**config.mk**
```make
export PLATFORM = sky130hd
export DESIGN_NAME = intc_top
export DESIGN_NICKNAME = d
export VERILOG_FILES = /design/src/shared/intc_pkg.sv /design/src/rtl/level_arbiter.sv /design/src/rtl/intc_top.sv
export SDC_FILE = /design/constraint.sdc
export NUM_CORES = 2
export LEC_CHECK = 0
export ABC_AREA = 0
export BUFFER_PORTS_ARGS = -buffer_cell sky130_fd_sc_hd__buf_4
export CORE_UTILIZATION = 30
export CTS_BUF_LIST = sky130_fd_sc_hd__clkbuf_8
export DETAILED_ROUTE_END_ITERATION = 16
export GPL_TIMING_DRIVEN = 1
export PLACE_DENSITY = 0.43
export REMOVE_ABC_BUFFERS = 1
export SKIP_CTS_REPAIR_TIMING = 1
export SLEW_MARGIN = 25
export SYNTH_ARGS = -nofsm -noshare
export SYNTH_HDL_FRONTEND = slang
export SYNTH_SLANG_ARGS = --single-unit
```
**constraint.sdc**
```tcl
create_clock -name MCLK -period 214.5 [get_ports MCLK]
set_input_delay 21.45 -clock MCLK [delete_from_list [all_inputs] [get_ports MCLK]]
set_output_delay 21.45 -clock MCLK [all_outputs]
set_load 0.02 [all_outputs]
```
**src/shared/intc_pkg.sv**
```systemverilog
// Constants, register map and carrier types for the priority interrupt and trap controller
package intc_pkg;

  // ----------------------------------------------------------------
  // Source and vector layout
  // ----------------------------------------------------------------
  localparam int SRC_COUNT      = 72;
  localparam int FIRST_VEC      = 8;
  localparam int TRAP_COUNT     = 5;
  localparam int TRAP_FIRST_VEC = 1;
  localparam int VEC_W          = 7;
  localparam int LVL_W          = 3;
  localparam int ADDR_W         = 24;
  localparam int TDIS_W         = 16;

  localparam logic [LVL_W-1:0]  LVL_MAX        = 3'h7;
  localparam logic [LVL_W-1:0]  LVL_OFF        = 3'h0;
  localparam logic [LVL_W-1:0]  TDIS_BLOCK_LVL = 3'h6;

  // ----------------------------------------------------------------
  // Vector tables
  // ----------------------------------------------------------------
  localparam logic [ADDR_W-1:0] PRI_BASE      = 24'h000004;
  localparam logic [ADDR_W-1:0] ALT_TRAP_BASE = 24'h000084;
  localparam logic [ADDR_W-1:0] ALT_INT_BASE  = 24'h000104;

  // ----------------------------------------------------------------
  // Register map (byte addresses)
  // ----------------------------------------------------------------
  localparam logic [7:0] OFS_CTRL     = 8'h00;
  localparam logic [7:0] OFS_CORE_LVL = 8'h04;
  localparam logic [7:0] OFS_TDIS     = 8'h08;
  localparam logic [7:0] OFS_STATUS   = 8'h0c;
  localparam logic [7:0] OFS_MASK     = 8'h10;
  localparam logic [7:0] OFS_TRAP     = 8'h14;
  localparam int         OFS_FLAG     = 'h40;
  localparam int         OFS_ENABLE   = 'h60;
  localparam int         OFS_PRIO     = 'h80;

  localparam int NEST_DIS_BIT  = 15;
  localparam int TDIS_ACT_BIT  = 16;
  localparam int PRIO_FIELD_W  = 4;

  // Event bits of the status and mask registers
  localparam int EV_TRAP        = 0;
  localparam int EV_TDIS_END    = 1;
  localparam int EV_LVL_REFUSED = 2;
  localparam int EV_W           = 3;

  localparam logic [EV_W-1:0] STATUS_RST = 3'h0;
  localparam logic [EV_W-1:0] MASK_RST   = 3'h0;

  // ----------------------------------------------------------------
  // Carrier types
  // ----------------------------------------------------------------
  typedef struct packed {
    logic [7:0]  adr;
    logic [31:0] dat;
    logic [3:0]  sel;
    logic        we;
  } wb_req_t;

  typedef struct packed {
    logic             valid;
    logic [VEC_W-1:0] vec;
    logic [LVL_W-1:0] lvl;
  } offer_t;

endpackage : intc_pkg

```
**src/rtl/level_arbiter.sv**
```systemverilog
// Level and natural-order arbiter over all maskable sources
`timescale 1ns/10ps
`default_nettype none

module level_arbiter
  import intc_pkg::*;
#(
  parameter int N = SRC_COUNT
) (
  input  wire logic [N-1:0]            req,
  input  wire logic [N-1:0][LVL_W-1:0] lvl,
  output var offer_t                   best
);

  // ----------------------------------------------------------------
  // Scan from the highest vector down
  // ----------------------------------------------------------------
  // Ties go to the later, lower-numbered hit thanks to >=
  always_comb begin
    best = '0;
    for (int i = N - 1; i >= 0; i--) begin
      if (req[i] && (!best.valid || lvl[i] >= best.lvl)) begin
        best.valid = 1'b1;
        best.lvl   = lvl[i];
        best.vec   = VEC_W'(FIRST_VEC + i);
      end
    end
  end

endmodule : level_arbiter
`default_nettype wire

```
**src/rtl/intc_top.sv**
```systemverilog
// Priority interrupt and trap controller with classic Wishbone register slave
// ----------------------------------------------------------------
// ----------------------------------------------------------------
//
// The implementer's own choices: the Wishbone register port and the register offsets.
`timescale 1ns/10ps
`default_nettype none

module intc_top
  import intc_pkg::*;
#(
  parameter int NUM_SRC = SRC_COUNT
) (
  input  wire logic                          MCLK,
  input  wire logic                          RST_N,
  input  wire logic                          CYC_I,
  input  wire logic                          STB_I,
  input  wire logic                          WE_I,
  input  wire logic [7:0]                    ADR_I,
  input  wire logic [3:0]                    SEL_I,
  input  wire logic [31:0]                   DAT_I,
  output logic      [31:0]                   DAT_O,
  output logic                               ACK_O,
  output logic                               INT_O,
  input  wire logic [NUM_SRC-1:0]            SRC_EVENT,
  input  wire logic [TRAP_COUNT-1:0]         TRAP_EVENT,
  input  wire logic                          INSTR_DONE,
  input  wire logic                          CORE_ACK,
  input  wire logic                          CORE_RETURN,
  input  wire logic [LVL_W-1:0]              RESTORE_LVL,
  output logic                               REQ,
  output logic      [VEC_W-1:0]              VECTOR,
  output logic      [ADDR_W-1:0]             VEC_ADDR_PRI,
  output logic      [ADDR_W-1:0]             VEC_ADDR_ALT,
  output logic      [LVL_W-1:0]              CORE_LVL
);

  localparam int NFW = (NUM_SRC + 31) / 32;
  localparam int NPW = (NUM_SRC + 7) / 8;

  // ----------------------------------------------------------------
  // State
  // ----------------------------------------------------------------
  wb_req_t                    bus;
  offer_t                     int_best;
  offer_t                     trap_best;
  logic [NUM_SRC-1:0]         flag;
  logic [NUM_SRC-1:0]         enable;
  logic [NUM_SRC-1:0][LVL_W-1:0] prio;
  logic [NUM_SRC-1:0]         eligible;
  logic [32*NFW-1:0]          flag_pad;
  logic [32*NFW-1:0]          enable_pad;
  logic [32*NPW-1:0]          prio_pad;
  logic [TRAP_COUNT-1:0]      trap_pend;
  logic                       nest_dis;
  logic [TDIS_W-1:0]          tdis_cnt;
  logic                       tdis_active;
  logic [EV_W-1:0]            status;
  logic [EV_W-1:0]            mask;
  logic [EV_W-1:0]            event_now;
  logic [LVL_W-1:0]           offer_lvl;
  logic                       wr;
  logic                       take;
  logic [31:0]                wmask;
  logic [31:0]                next_rd;
  logic                       lvl_wr;
  logic                       ack_int;
  logic                       ack_trap;
  logic [VEC_W-1:0]           next_vec;

  // ----------------------------------------------------------------
  // Wishbone slave
  // ----------------------------------------------------------------
  assign bus   = '{adr: ADR_I, dat: DAT_I, sel: SEL_I, we: WE_I};
  assign take  = CYC_I && STB_I && !ACK_O;
  // Writes land on the edge where the master sees ack, as it expects
  assign wr    = CYC_I && STB_I && bus.we && ACK_O;
  assign wmask = {{8{bus.sel[3]}}, {8{bus.sel[2]}}, {8{bus.sel[1]}}, {8{bus.sel[0]}}};

  always_ff @(posedge MCLK or negedge RST_N) begin
    if (!RST_N) begin
      ACK_O <= 1'b0;
      DAT_O <= 32'h0;
    end else begin
      ACK_O <= take;
      if (take) begin
        DAT_O <= next_rd;
      end
    end
  end

  always_comb begin
    next_rd = 32'h0;
    case (bus.adr)
      OFS_CTRL:     next_rd[NEST_DIS_BIT] = nest_dis;
      OFS_CORE_LVL: next_rd[LVL_W-1:0] = CORE_LVL;
      OFS_TDIS: begin
        next_rd[TDIS_W-1:0]  = tdis_cnt;
        next_rd[TDIS_ACT_BIT] = tdis_active;
      end
      OFS_STATUS:   next_rd[EV_W-1:0] = status;
      OFS_MASK:     next_rd[EV_W-1:0] = mask;
      OFS_TRAP:     next_rd[TRAP_COUNT-1:0] = trap_pend;
      default: begin
        // Unmapped addresses read zero and take no write
        for (int w = 0; w < NFW; w++) begin
          if (bus.adr == 8'(OFS_FLAG + 4 * w)) begin
            next_rd = flag_pad[32*w +: 32];
          end
          if (bus.adr == 8'(OFS_ENABLE + 4 * w)) begin
            next_rd = enable_pad[32*w +: 32];
          end
        end
        for (int w = 0; w < NPW; w++) begin
          if (bus.adr == 8'(OFS_PRIO + 4 * w)) begin
            next_rd = prio_pad[32*w +: 32];
          end
        end
      end
    endcase
  end

  // ----------------------------------------------------------------
  // Control register
  // ----------------------------------------------------------------
  always_ff @(posedge MCLK or negedge RST_N) begin
    if (!RST_N) begin
      nest_dis <= 1'b0;
    end else if (wr && bus.adr == OFS_CTRL && bus.sel[NEST_DIS_BIT/8]) begin
      nest_dis <= bus.dat[NEST_DIS_BIT];
    end
  end

  // ----------------------------------------------------------------
  // Per-source flag, enable and priority
  // ----------------------------------------------------------------
  assign flag_pad   = (32*NFW)'(flag);
  assign enable_pad = (32*NFW)'(enable);

  generate
    for (genvar i = 0; i < NUM_SRC; i++) begin : g_src
      localparam logic [7:0] FADR = 8'(OFS_FLAG + 4 * (i / 32));
      localparam logic [7:0] EADR = 8'(OFS_ENABLE + 4 * (i / 32));
      localparam logic [7:0] PADR = 8'(OFS_PRIO + 4 * (i / 8));
      localparam int         FBIT = i % 32;
      localparam int         PBIT = PRIO_FIELD_W * (i % 8);

      assign prio_pad[PBIT + 32*(i/8) +: PRIO_FIELD_W] = {1'b0, prio[i]};

      // Hardware event wins over a software clear in the same cycle
      always_ff @(posedge MCLK or negedge RST_N) begin
        if (!RST_N) begin
          flag[i] <= 1'b0;
        end else if (wr && bus.adr == FADR && bus.sel[FBIT/8]) begin
          flag[i] <= bus.dat[FBIT] | SRC_EVENT[i];
        end else if (SRC_EVENT[i]) begin
          flag[i] <= 1'b1;
        end
      end

      always_ff @(posedge MCLK or negedge RST_N) begin
        if (!RST_N) begin
          enable[i] <= 1'b0;
        end else if (wr && bus.adr == EADR && bus.sel[FBIT/8]) begin
          enable[i] <= bus.dat[FBIT];
        end
      end

      always_ff @(posedge MCLK or negedge RST_N) begin
        if (!RST_N) begin
          prio[i] <= LVL_OFF;
        end else if (wr && bus.adr == PADR && bus.sel[PBIT/8]) begin
          prio[i] <= bus.dat[PBIT +: LVL_W];
        end
      end

      // Zero never qualifies; level must beat the core level
      assign eligible[i] = flag[i] && enable[i]
                         && (prio[i] != LVL_OFF)
                         && (prio[i] > CORE_LVL)
                         && (!tdis_active || prio[i] > TDIS_BLOCK_LVL);
    end
  endgenerate

  if (32*NPW > PRIO_FIELD_W*NUM_SRC) begin : g_pad
    assign prio_pad[32*NPW-1:PRIO_FIELD_W*NUM_SRC] = '0;
  end

  level_arbiter #(
    .N    (NUM_SRC)
  ) u_arb (
    .req  (eligible),
    .lvl  (prio),
    .best (int_best)
  );

  // ----------------------------------------------------------------
  // Traps
  // ----------------------------------------------------------------
  // Fixed order by vector, never masked by any level
  always_comb begin
    trap_best = '0;
    for (int t = TRAP_COUNT - 1; t >= 0; t--) begin
      if (trap_pend[t]) begin
        trap_best.valid = 1'b1;
        trap_best.vec   = VEC_W'(TRAP_FIRST_VEC + t);
        trap_best.lvl   = LVL_MAX;
      end
    end
  end

  assign ack_trap = CORE_ACK && REQ && (VECTOR < VEC_W'(FIRST_VEC));
  assign ack_int  = CORE_ACK && REQ && (VECTOR >= VEC_W'(FIRST_VEC));

  generate
    for (genvar t = 0; t < TRAP_COUNT; t++) begin : g_trap
      always_ff @(posedge MCLK or negedge RST_N) begin
        if (!RST_N) begin
          trap_pend[t] <= 1'b0;
        end else if (TRAP_EVENT[t]) begin
          trap_pend[t] <= 1'b1;
        end else if (ack_trap && VECTOR == VEC_W'(TRAP_FIRST_VEC + t)) begin
          trap_pend[t] <= 1'b0;
        end
      end
    end
  endgenerate

  // ----------------------------------------------------------------
  // Offer to the core
  // ----------------------------------------------------------------
  assign next_vec = trap_best.valid ? trap_best.vec : int_best.vec;

  // Offer only moves on instruction boundaries, and REQ drops on core ack; a flag cleared while
  // the offer stands is still taken if the core acks first
  always_ff @(posedge MCLK or negedge RST_N) begin
    if (!RST_N) begin
      REQ          <= 1'b0;
      VECTOR       <= '0;
      VEC_ADDR_PRI <= '0;
      VEC_ADDR_ALT <= '0;
      offer_lvl    <= LVL_OFF;
    end else if (CORE_ACK) begin
      REQ <= 1'b0;
    end else if (INSTR_DONE) begin
      REQ          <= trap_best.valid || int_best.valid;
      VECTOR       <= next_vec;
      offer_lvl    <= int_best.lvl;
      VEC_ADDR_PRI <= PRI_BASE + ADDR_W'({next_vec, 1'b0});
      VEC_ADDR_ALT <= (trap_best.valid ? ALT_TRAP_BASE : ALT_INT_BASE)
                    + ADDR_W'({next_vec, 1'b0});
    end
  end

  // ----------------------------------------------------------------
  // Core priority level
  // ----------------------------------------------------------------
  assign lvl_wr = wr && bus.adr == OFS_CORE_LVL && bus.sel[0];

  // Core handshake outranks a software write in the same cycle
  always_ff @(posedge MCLK or negedge RST_N) begin
    if (!RST_N) begin
      CORE_LVL <= LVL_OFF;
    end else if (ack_int) begin
      CORE_LVL <= nest_dis ? LVL_MAX : offer_lvl;
    end else if (CORE_RETURN) begin
      CORE_LVL <= RESTORE_LVL;
    end else if (lvl_wr && !nest_dis) begin
      CORE_LVL <= bus.dat[LVL_W-1:0];
    end
  end

  // ----------------------------------------------------------------
  // Timed disable
  // ----------------------------------------------------------------
  assign tdis_active = (tdis_cnt != '0);

  always_ff @(posedge MCLK or negedge RST_N) begin
    if (!RST_N) begin
      tdis_cnt <= '0;
    end else if (wr && bus.adr == OFS_TDIS && bus.sel[0] && bus.sel[1]) begin
      tdis_cnt <= bus.dat[TDIS_W-1:0];
    end else if (INSTR_DONE && tdis_active) begin
      tdis_cnt <= tdis_cnt - TDIS_W'(1);
    end
  end

  // ----------------------------------------------------------------
  // Event status, mask and interrupt line
  // ----------------------------------------------------------------
  always_comb begin
    event_now                 = '0;
    event_now[EV_TRAP]        = |TRAP_EVENT;
    event_now[EV_TDIS_END]    = INSTR_DONE && (tdis_cnt == TDIS_W'(1))
                              && !(wr && bus.adr == OFS_TDIS);
    event_now[EV_LVL_REFUSED] = lvl_wr && nest_dis;
  end

  // A new event wins over the write-one clear of the same bit
  always_ff @(posedge MCLK or negedge RST_N) begin
    if (!RST_N) begin
      status <= STATUS_RST;
    end else if (wr && bus.adr == OFS_STATUS && bus.sel[0]) begin
      status <= (status & ~(bus.dat[EV_W-1:0] & wmask[EV_W-1:0])) | event_now;
    end else begin
      status <= status | event_now;
    end
  end

  always_ff @(posedge MCLK or negedge RST_N) begin
    if (!RST_N) begin
      mask <= MASK_RST;
    end else if (wr && bus.adr == OFS_MASK && bus.sel[0]) begin
      mask <= bus.dat[EV_W-1:0];
    end
  end

  // Registered, so the line trails the status bit by one cycle
  always_ff @(posedge MCLK or negedge RST_N) begin
    if (!RST_N) begin
      INT_O <= 1'b0;
    end else begin
      INT_O <= |(status & mask);
    end
  end

endmodule : intc_top
`default_nettype wire

```
==> summary.md <==
| Metric | Value |
|---|---|
| RR Startpoint | `tdis_cnt[5]` |
| Drt wl/cell | `30.2 um` |
| Synthesis Warnings | `0` |
| Main synth FF type | `dfrtp_1` |
| RSZ-0062 raised after global routing | `no` |
| CTS buffer count | `88` |
| Routed via count | `37000` |
| Worst-Margin Slew | `1.13 ns` |
| Starting DRC count in detailed routing | `3736` |
| Post-Route WL | `190000 um` |
| Ratio of cells with drive above 1 in the final layout | `18.6%` |
| EDFF count, synth | `0` |
| Crit path top cell by count | `ha_1` |
| Ys async rst share | `100%` |
| Worst vdd ir | `0.00418 mV` |
| Crit. End Element | `register` |
| Post-synth top area share | `29.1%` |
| # setup viols final | `0` |
| Clk_skew | `0.0743 ns` |
| Hold_sp | `DAT_O[0]` |
| Port Buffers | `193` |
| Min Hold Slack | `0.483 ns` |
| Slew HR | `23.7%` |
| First-pass DRT Iterations | `6` |
| CP Max Fanout | `23` |
| Critical Path Start Type | `register` |
| CTS tree | `yes` |
| Fillers | `13200` |
| Post-synthesis sequential area ratio | `29.1%` |
| Final RePlAce weighted congestion | `0.965` |
| Area of the die | `129000 um2` |
| R2R depth | `489` |
| Core area | `126000 um2` |
| Initial Utilization | `30.4%` |
| Placed Area | `41700 um2` |
| Die width | `359 um` |
| Post-Synth Adder-Cell Area | `12.8%` |
| H-Tree Depth | `3` |
| Flop-to-flop setup slack | `101.91 ns` |
| Simple-Gate Fraction of Synth Area | `19.0%` |
| Slowest stage delay, CP | `1.02 ns` |
| Syn Std Cell Area | `38300 um2` |
| Global route total overflow | `0` |
| Total of max-cap violations | `0` |
| Pre-CTS WS | `103.57 ns` |
| Leak pwr | `0.0192 uW` |
| Largest net degree at the start of global routing | `154` |
| Period minus WS final | `112.59 ns` |
| First-pass GRT wire length | `268000 um` |
| Fin util | `34.5%` |
| Final Hold Fails | `0` |
| Final period util | `52.5%` |
| Critical path class | `reg2reg` |
| Outcome | `finished clean` |
| Worst path required time | `215.27 ns` |
| Detail Placement HPWL | `144000 um` |
| Vias in the first global route | `35100` |
| Synth Area in XOR/XNOR | `0.389%` |
| Ports | `225` |
| Worst Hold End | `DAT_O[0]` |
| Clk buf depth | `3` |
| Clock sinks | `446` |
| Fin area | `43600 um2` |
| R2R Path End | `VEC_ADDR_PRI[6]` |
| Sum of negative setup slack | `0 ns` |
| Initial antenna violation count | `27` |
| Max Freq | `8.88 MHz` |
| GR Util All Layers | `28.7%` |
| Row cnt | `130` |
| Post-route ant nets | `0` |
| Synth area leader | `dfrtp_1` |
| Drc violations | `0` |
| Hold crit path type | `reg2reg` |
| WP data arrival | `113.36 ns` |
| Die Span Y | `359 um` |
| Max Slew Vio Count | `0` |
| Cells after Synth | `4342` |
| Worst setup margin | `101.91 ns` |
| Multiplexer area fraction after synthesis | `10.1%` |
| Slowest-stage cell, CP | `o41ai_1` |
| Synth Register Bits | `446` |
| Compound-Gate Fraction of Synth Area | `24.3%` |
| Via/cell ratio | `5.90` |
| Fin nets | `5049` |
| Synth-to-Final Area Change | `13.8%` |
| Synth top area cells | `dfrtp_1, ha_1, mux2_2` |
| Largest family of logic cells by synthesized area | `compound AO/OA/AOI/OAI gates` |
| Worst hold path depth | `2` |
| CTS clk-pin slew, worst paths | `0.06 ns` |
| Syn Area/Cell | `8.83 um2` |
| Power density over cell area | `4.95 nW/um2` |
| Clock Root Buffer | `clkbuf_8` |
| Latest clock arrival within the worst-skew pair | `0.87 ns` |
| Yosys cell types | `132` |
[routing by layer]
metal | global-route usage, % | share of wire, % | vias to the layer above
met5 | 0 | 0.021 | -
met4 | 9.89 | 3.6 | 6
met3 | 3.01 | 5.2 | 256
met2 | 45.8 | 45 | 1320
met1 | 39.9 | 46 | 18700
li1 | - | - | 16700
[sequential cells by signal, summed over array words and instances, names as in the netlist]
| signal | flops |
|---|---|
| DAT_O | 32 |
| INT_O | 1 |
| flag | 72 |
| VEC_ADDR_PRI | 7 |
| VEC_ADDR_ALT | 3 |
| status | 3 |
| trap_pend | 5 |
| nest_dis | 1 |
| mask | 3 |
| REQ | 1 |
| prio | 216 |
| tdis_cnt | 16 |
| offer_lvl | 3 |
| CORE_LVL | 3 |
| ACK_O | 1 |
| VECTOR | 7 |
| enable | 72 |
[power by group]
part / internal [uW] / total, uW / switching, uW
Combinational: 11.0 / 30.2 / 19.2
Sequential: 86.6 / 90.8 / 4.20
Clock: 50.0 / 95.0 / 45.0
Total: 147 / 216 / 68.5
[through the flow]
stage	power, uW	cells
3_5_place_dp	122	6106
5_1_grt	225	6273
2_1_floorplan	106	4201
3_3_place_gp	122	6106
4_1_cts	218	6266
6_report	216	6275
[cell usage after synthesis (27+ instances only)]
cell type	n
ha_1	371
a21o_1	55
o21ai_0	222
and3_1	96
a31oi_1	46
clkbuf_1	118
a221oi_1	36
nor3_1	71
nor2b_1	97
or2_2	27
mux2_2	328
a211o_1	75
o31ai_1	29
o2111ai_1	49
inv_1	221
nand2_1	484
o211ai_1	38
nor2_1	253
and2_1	52
a22oi_1	92
nand3_1	144
o21a_1	85
a21oi_1	215
dfrtp_1	446
buf_4	40
nand2b_1	101
[cell type report]
class / count / area [um2] / share of cell area [%]
Sequential cell: 446 / 11200 / 25.6
Multi-Input combinational cell: 3533 / 25700 / 59.0
Timing Repair Buffer: 255 / 1950 / 4.47
Clock inverter: 51 / 355 / 0.815
Inverter: 222 / 837 / 1.92
Antenna cell: 9 / 22.5 / 0.0517
Tap cell: 1650 / 2060 / 4.74
Clock buffer: 109 / 1500 / 3.44
[cell families after synthesis]
| logic type | count (synthesis) |
|---|---|
| fa+ha+maj | 396 |
| compound gates | 1280 |
| simple gates | 1463 |
| xor+xnor | 17 |
| flops | 446 |
| other cells | 1 |
| buf+inv | 393 |
| mux | 346 |
[layout by cell type, fill, tap and decap left out, types with 31 or more instances in the layout]
master and n:
mux2_2 328, nand2b_1 101, and2_1 51, nor3_1 70, dfrtp_1 445, a211o_1 75, a221oi_1 36, a21o_1 55
inv_1 251, o21a_1 85, nor2b_1 97, o2111ai_1 49, nand2_1 483, o211ai_1 38, conb_1 31, a31oi_1 46
nand3_1 144, a21oi_1 215, a22oi_1 92, nor2_1 242, buf_4 252, ha_1 371, clkbuf_8 109, and3_1 95
o21ai_0 222
[worst max-delay path: cells and delay by family, from the launching register on]
family / cells / cell delay [ns]
buf+inv: 16 / 1.86
simple gates: 162 / 27.82
compound gates: 193 / 46.47
fa+ha+maj: 95 / 27.50
flops: 1 / 0.43
mux: 23 / 8.34
[worst max-delay path by stage]
stage,from,end,depth (start not counted)
floorplan,CORE_LVL[2],VEC_ADDR_PRI[6],491
global placement,tdis_cnt[8],VEC_ADDR_PRI[6],488
detailed placement,tdis_cnt[5],VEC_ADDR_PRI[6],489
CTS,tdis_cnt[5],VEC_ADDR_PRI[6],489
global route,tdis_cnt[5],VEC_ADDR_PRI[6],490
finish,tdis_cnt[5],VEC_ADDR_PRI[6],489
(Power assumes the default switching activity.)
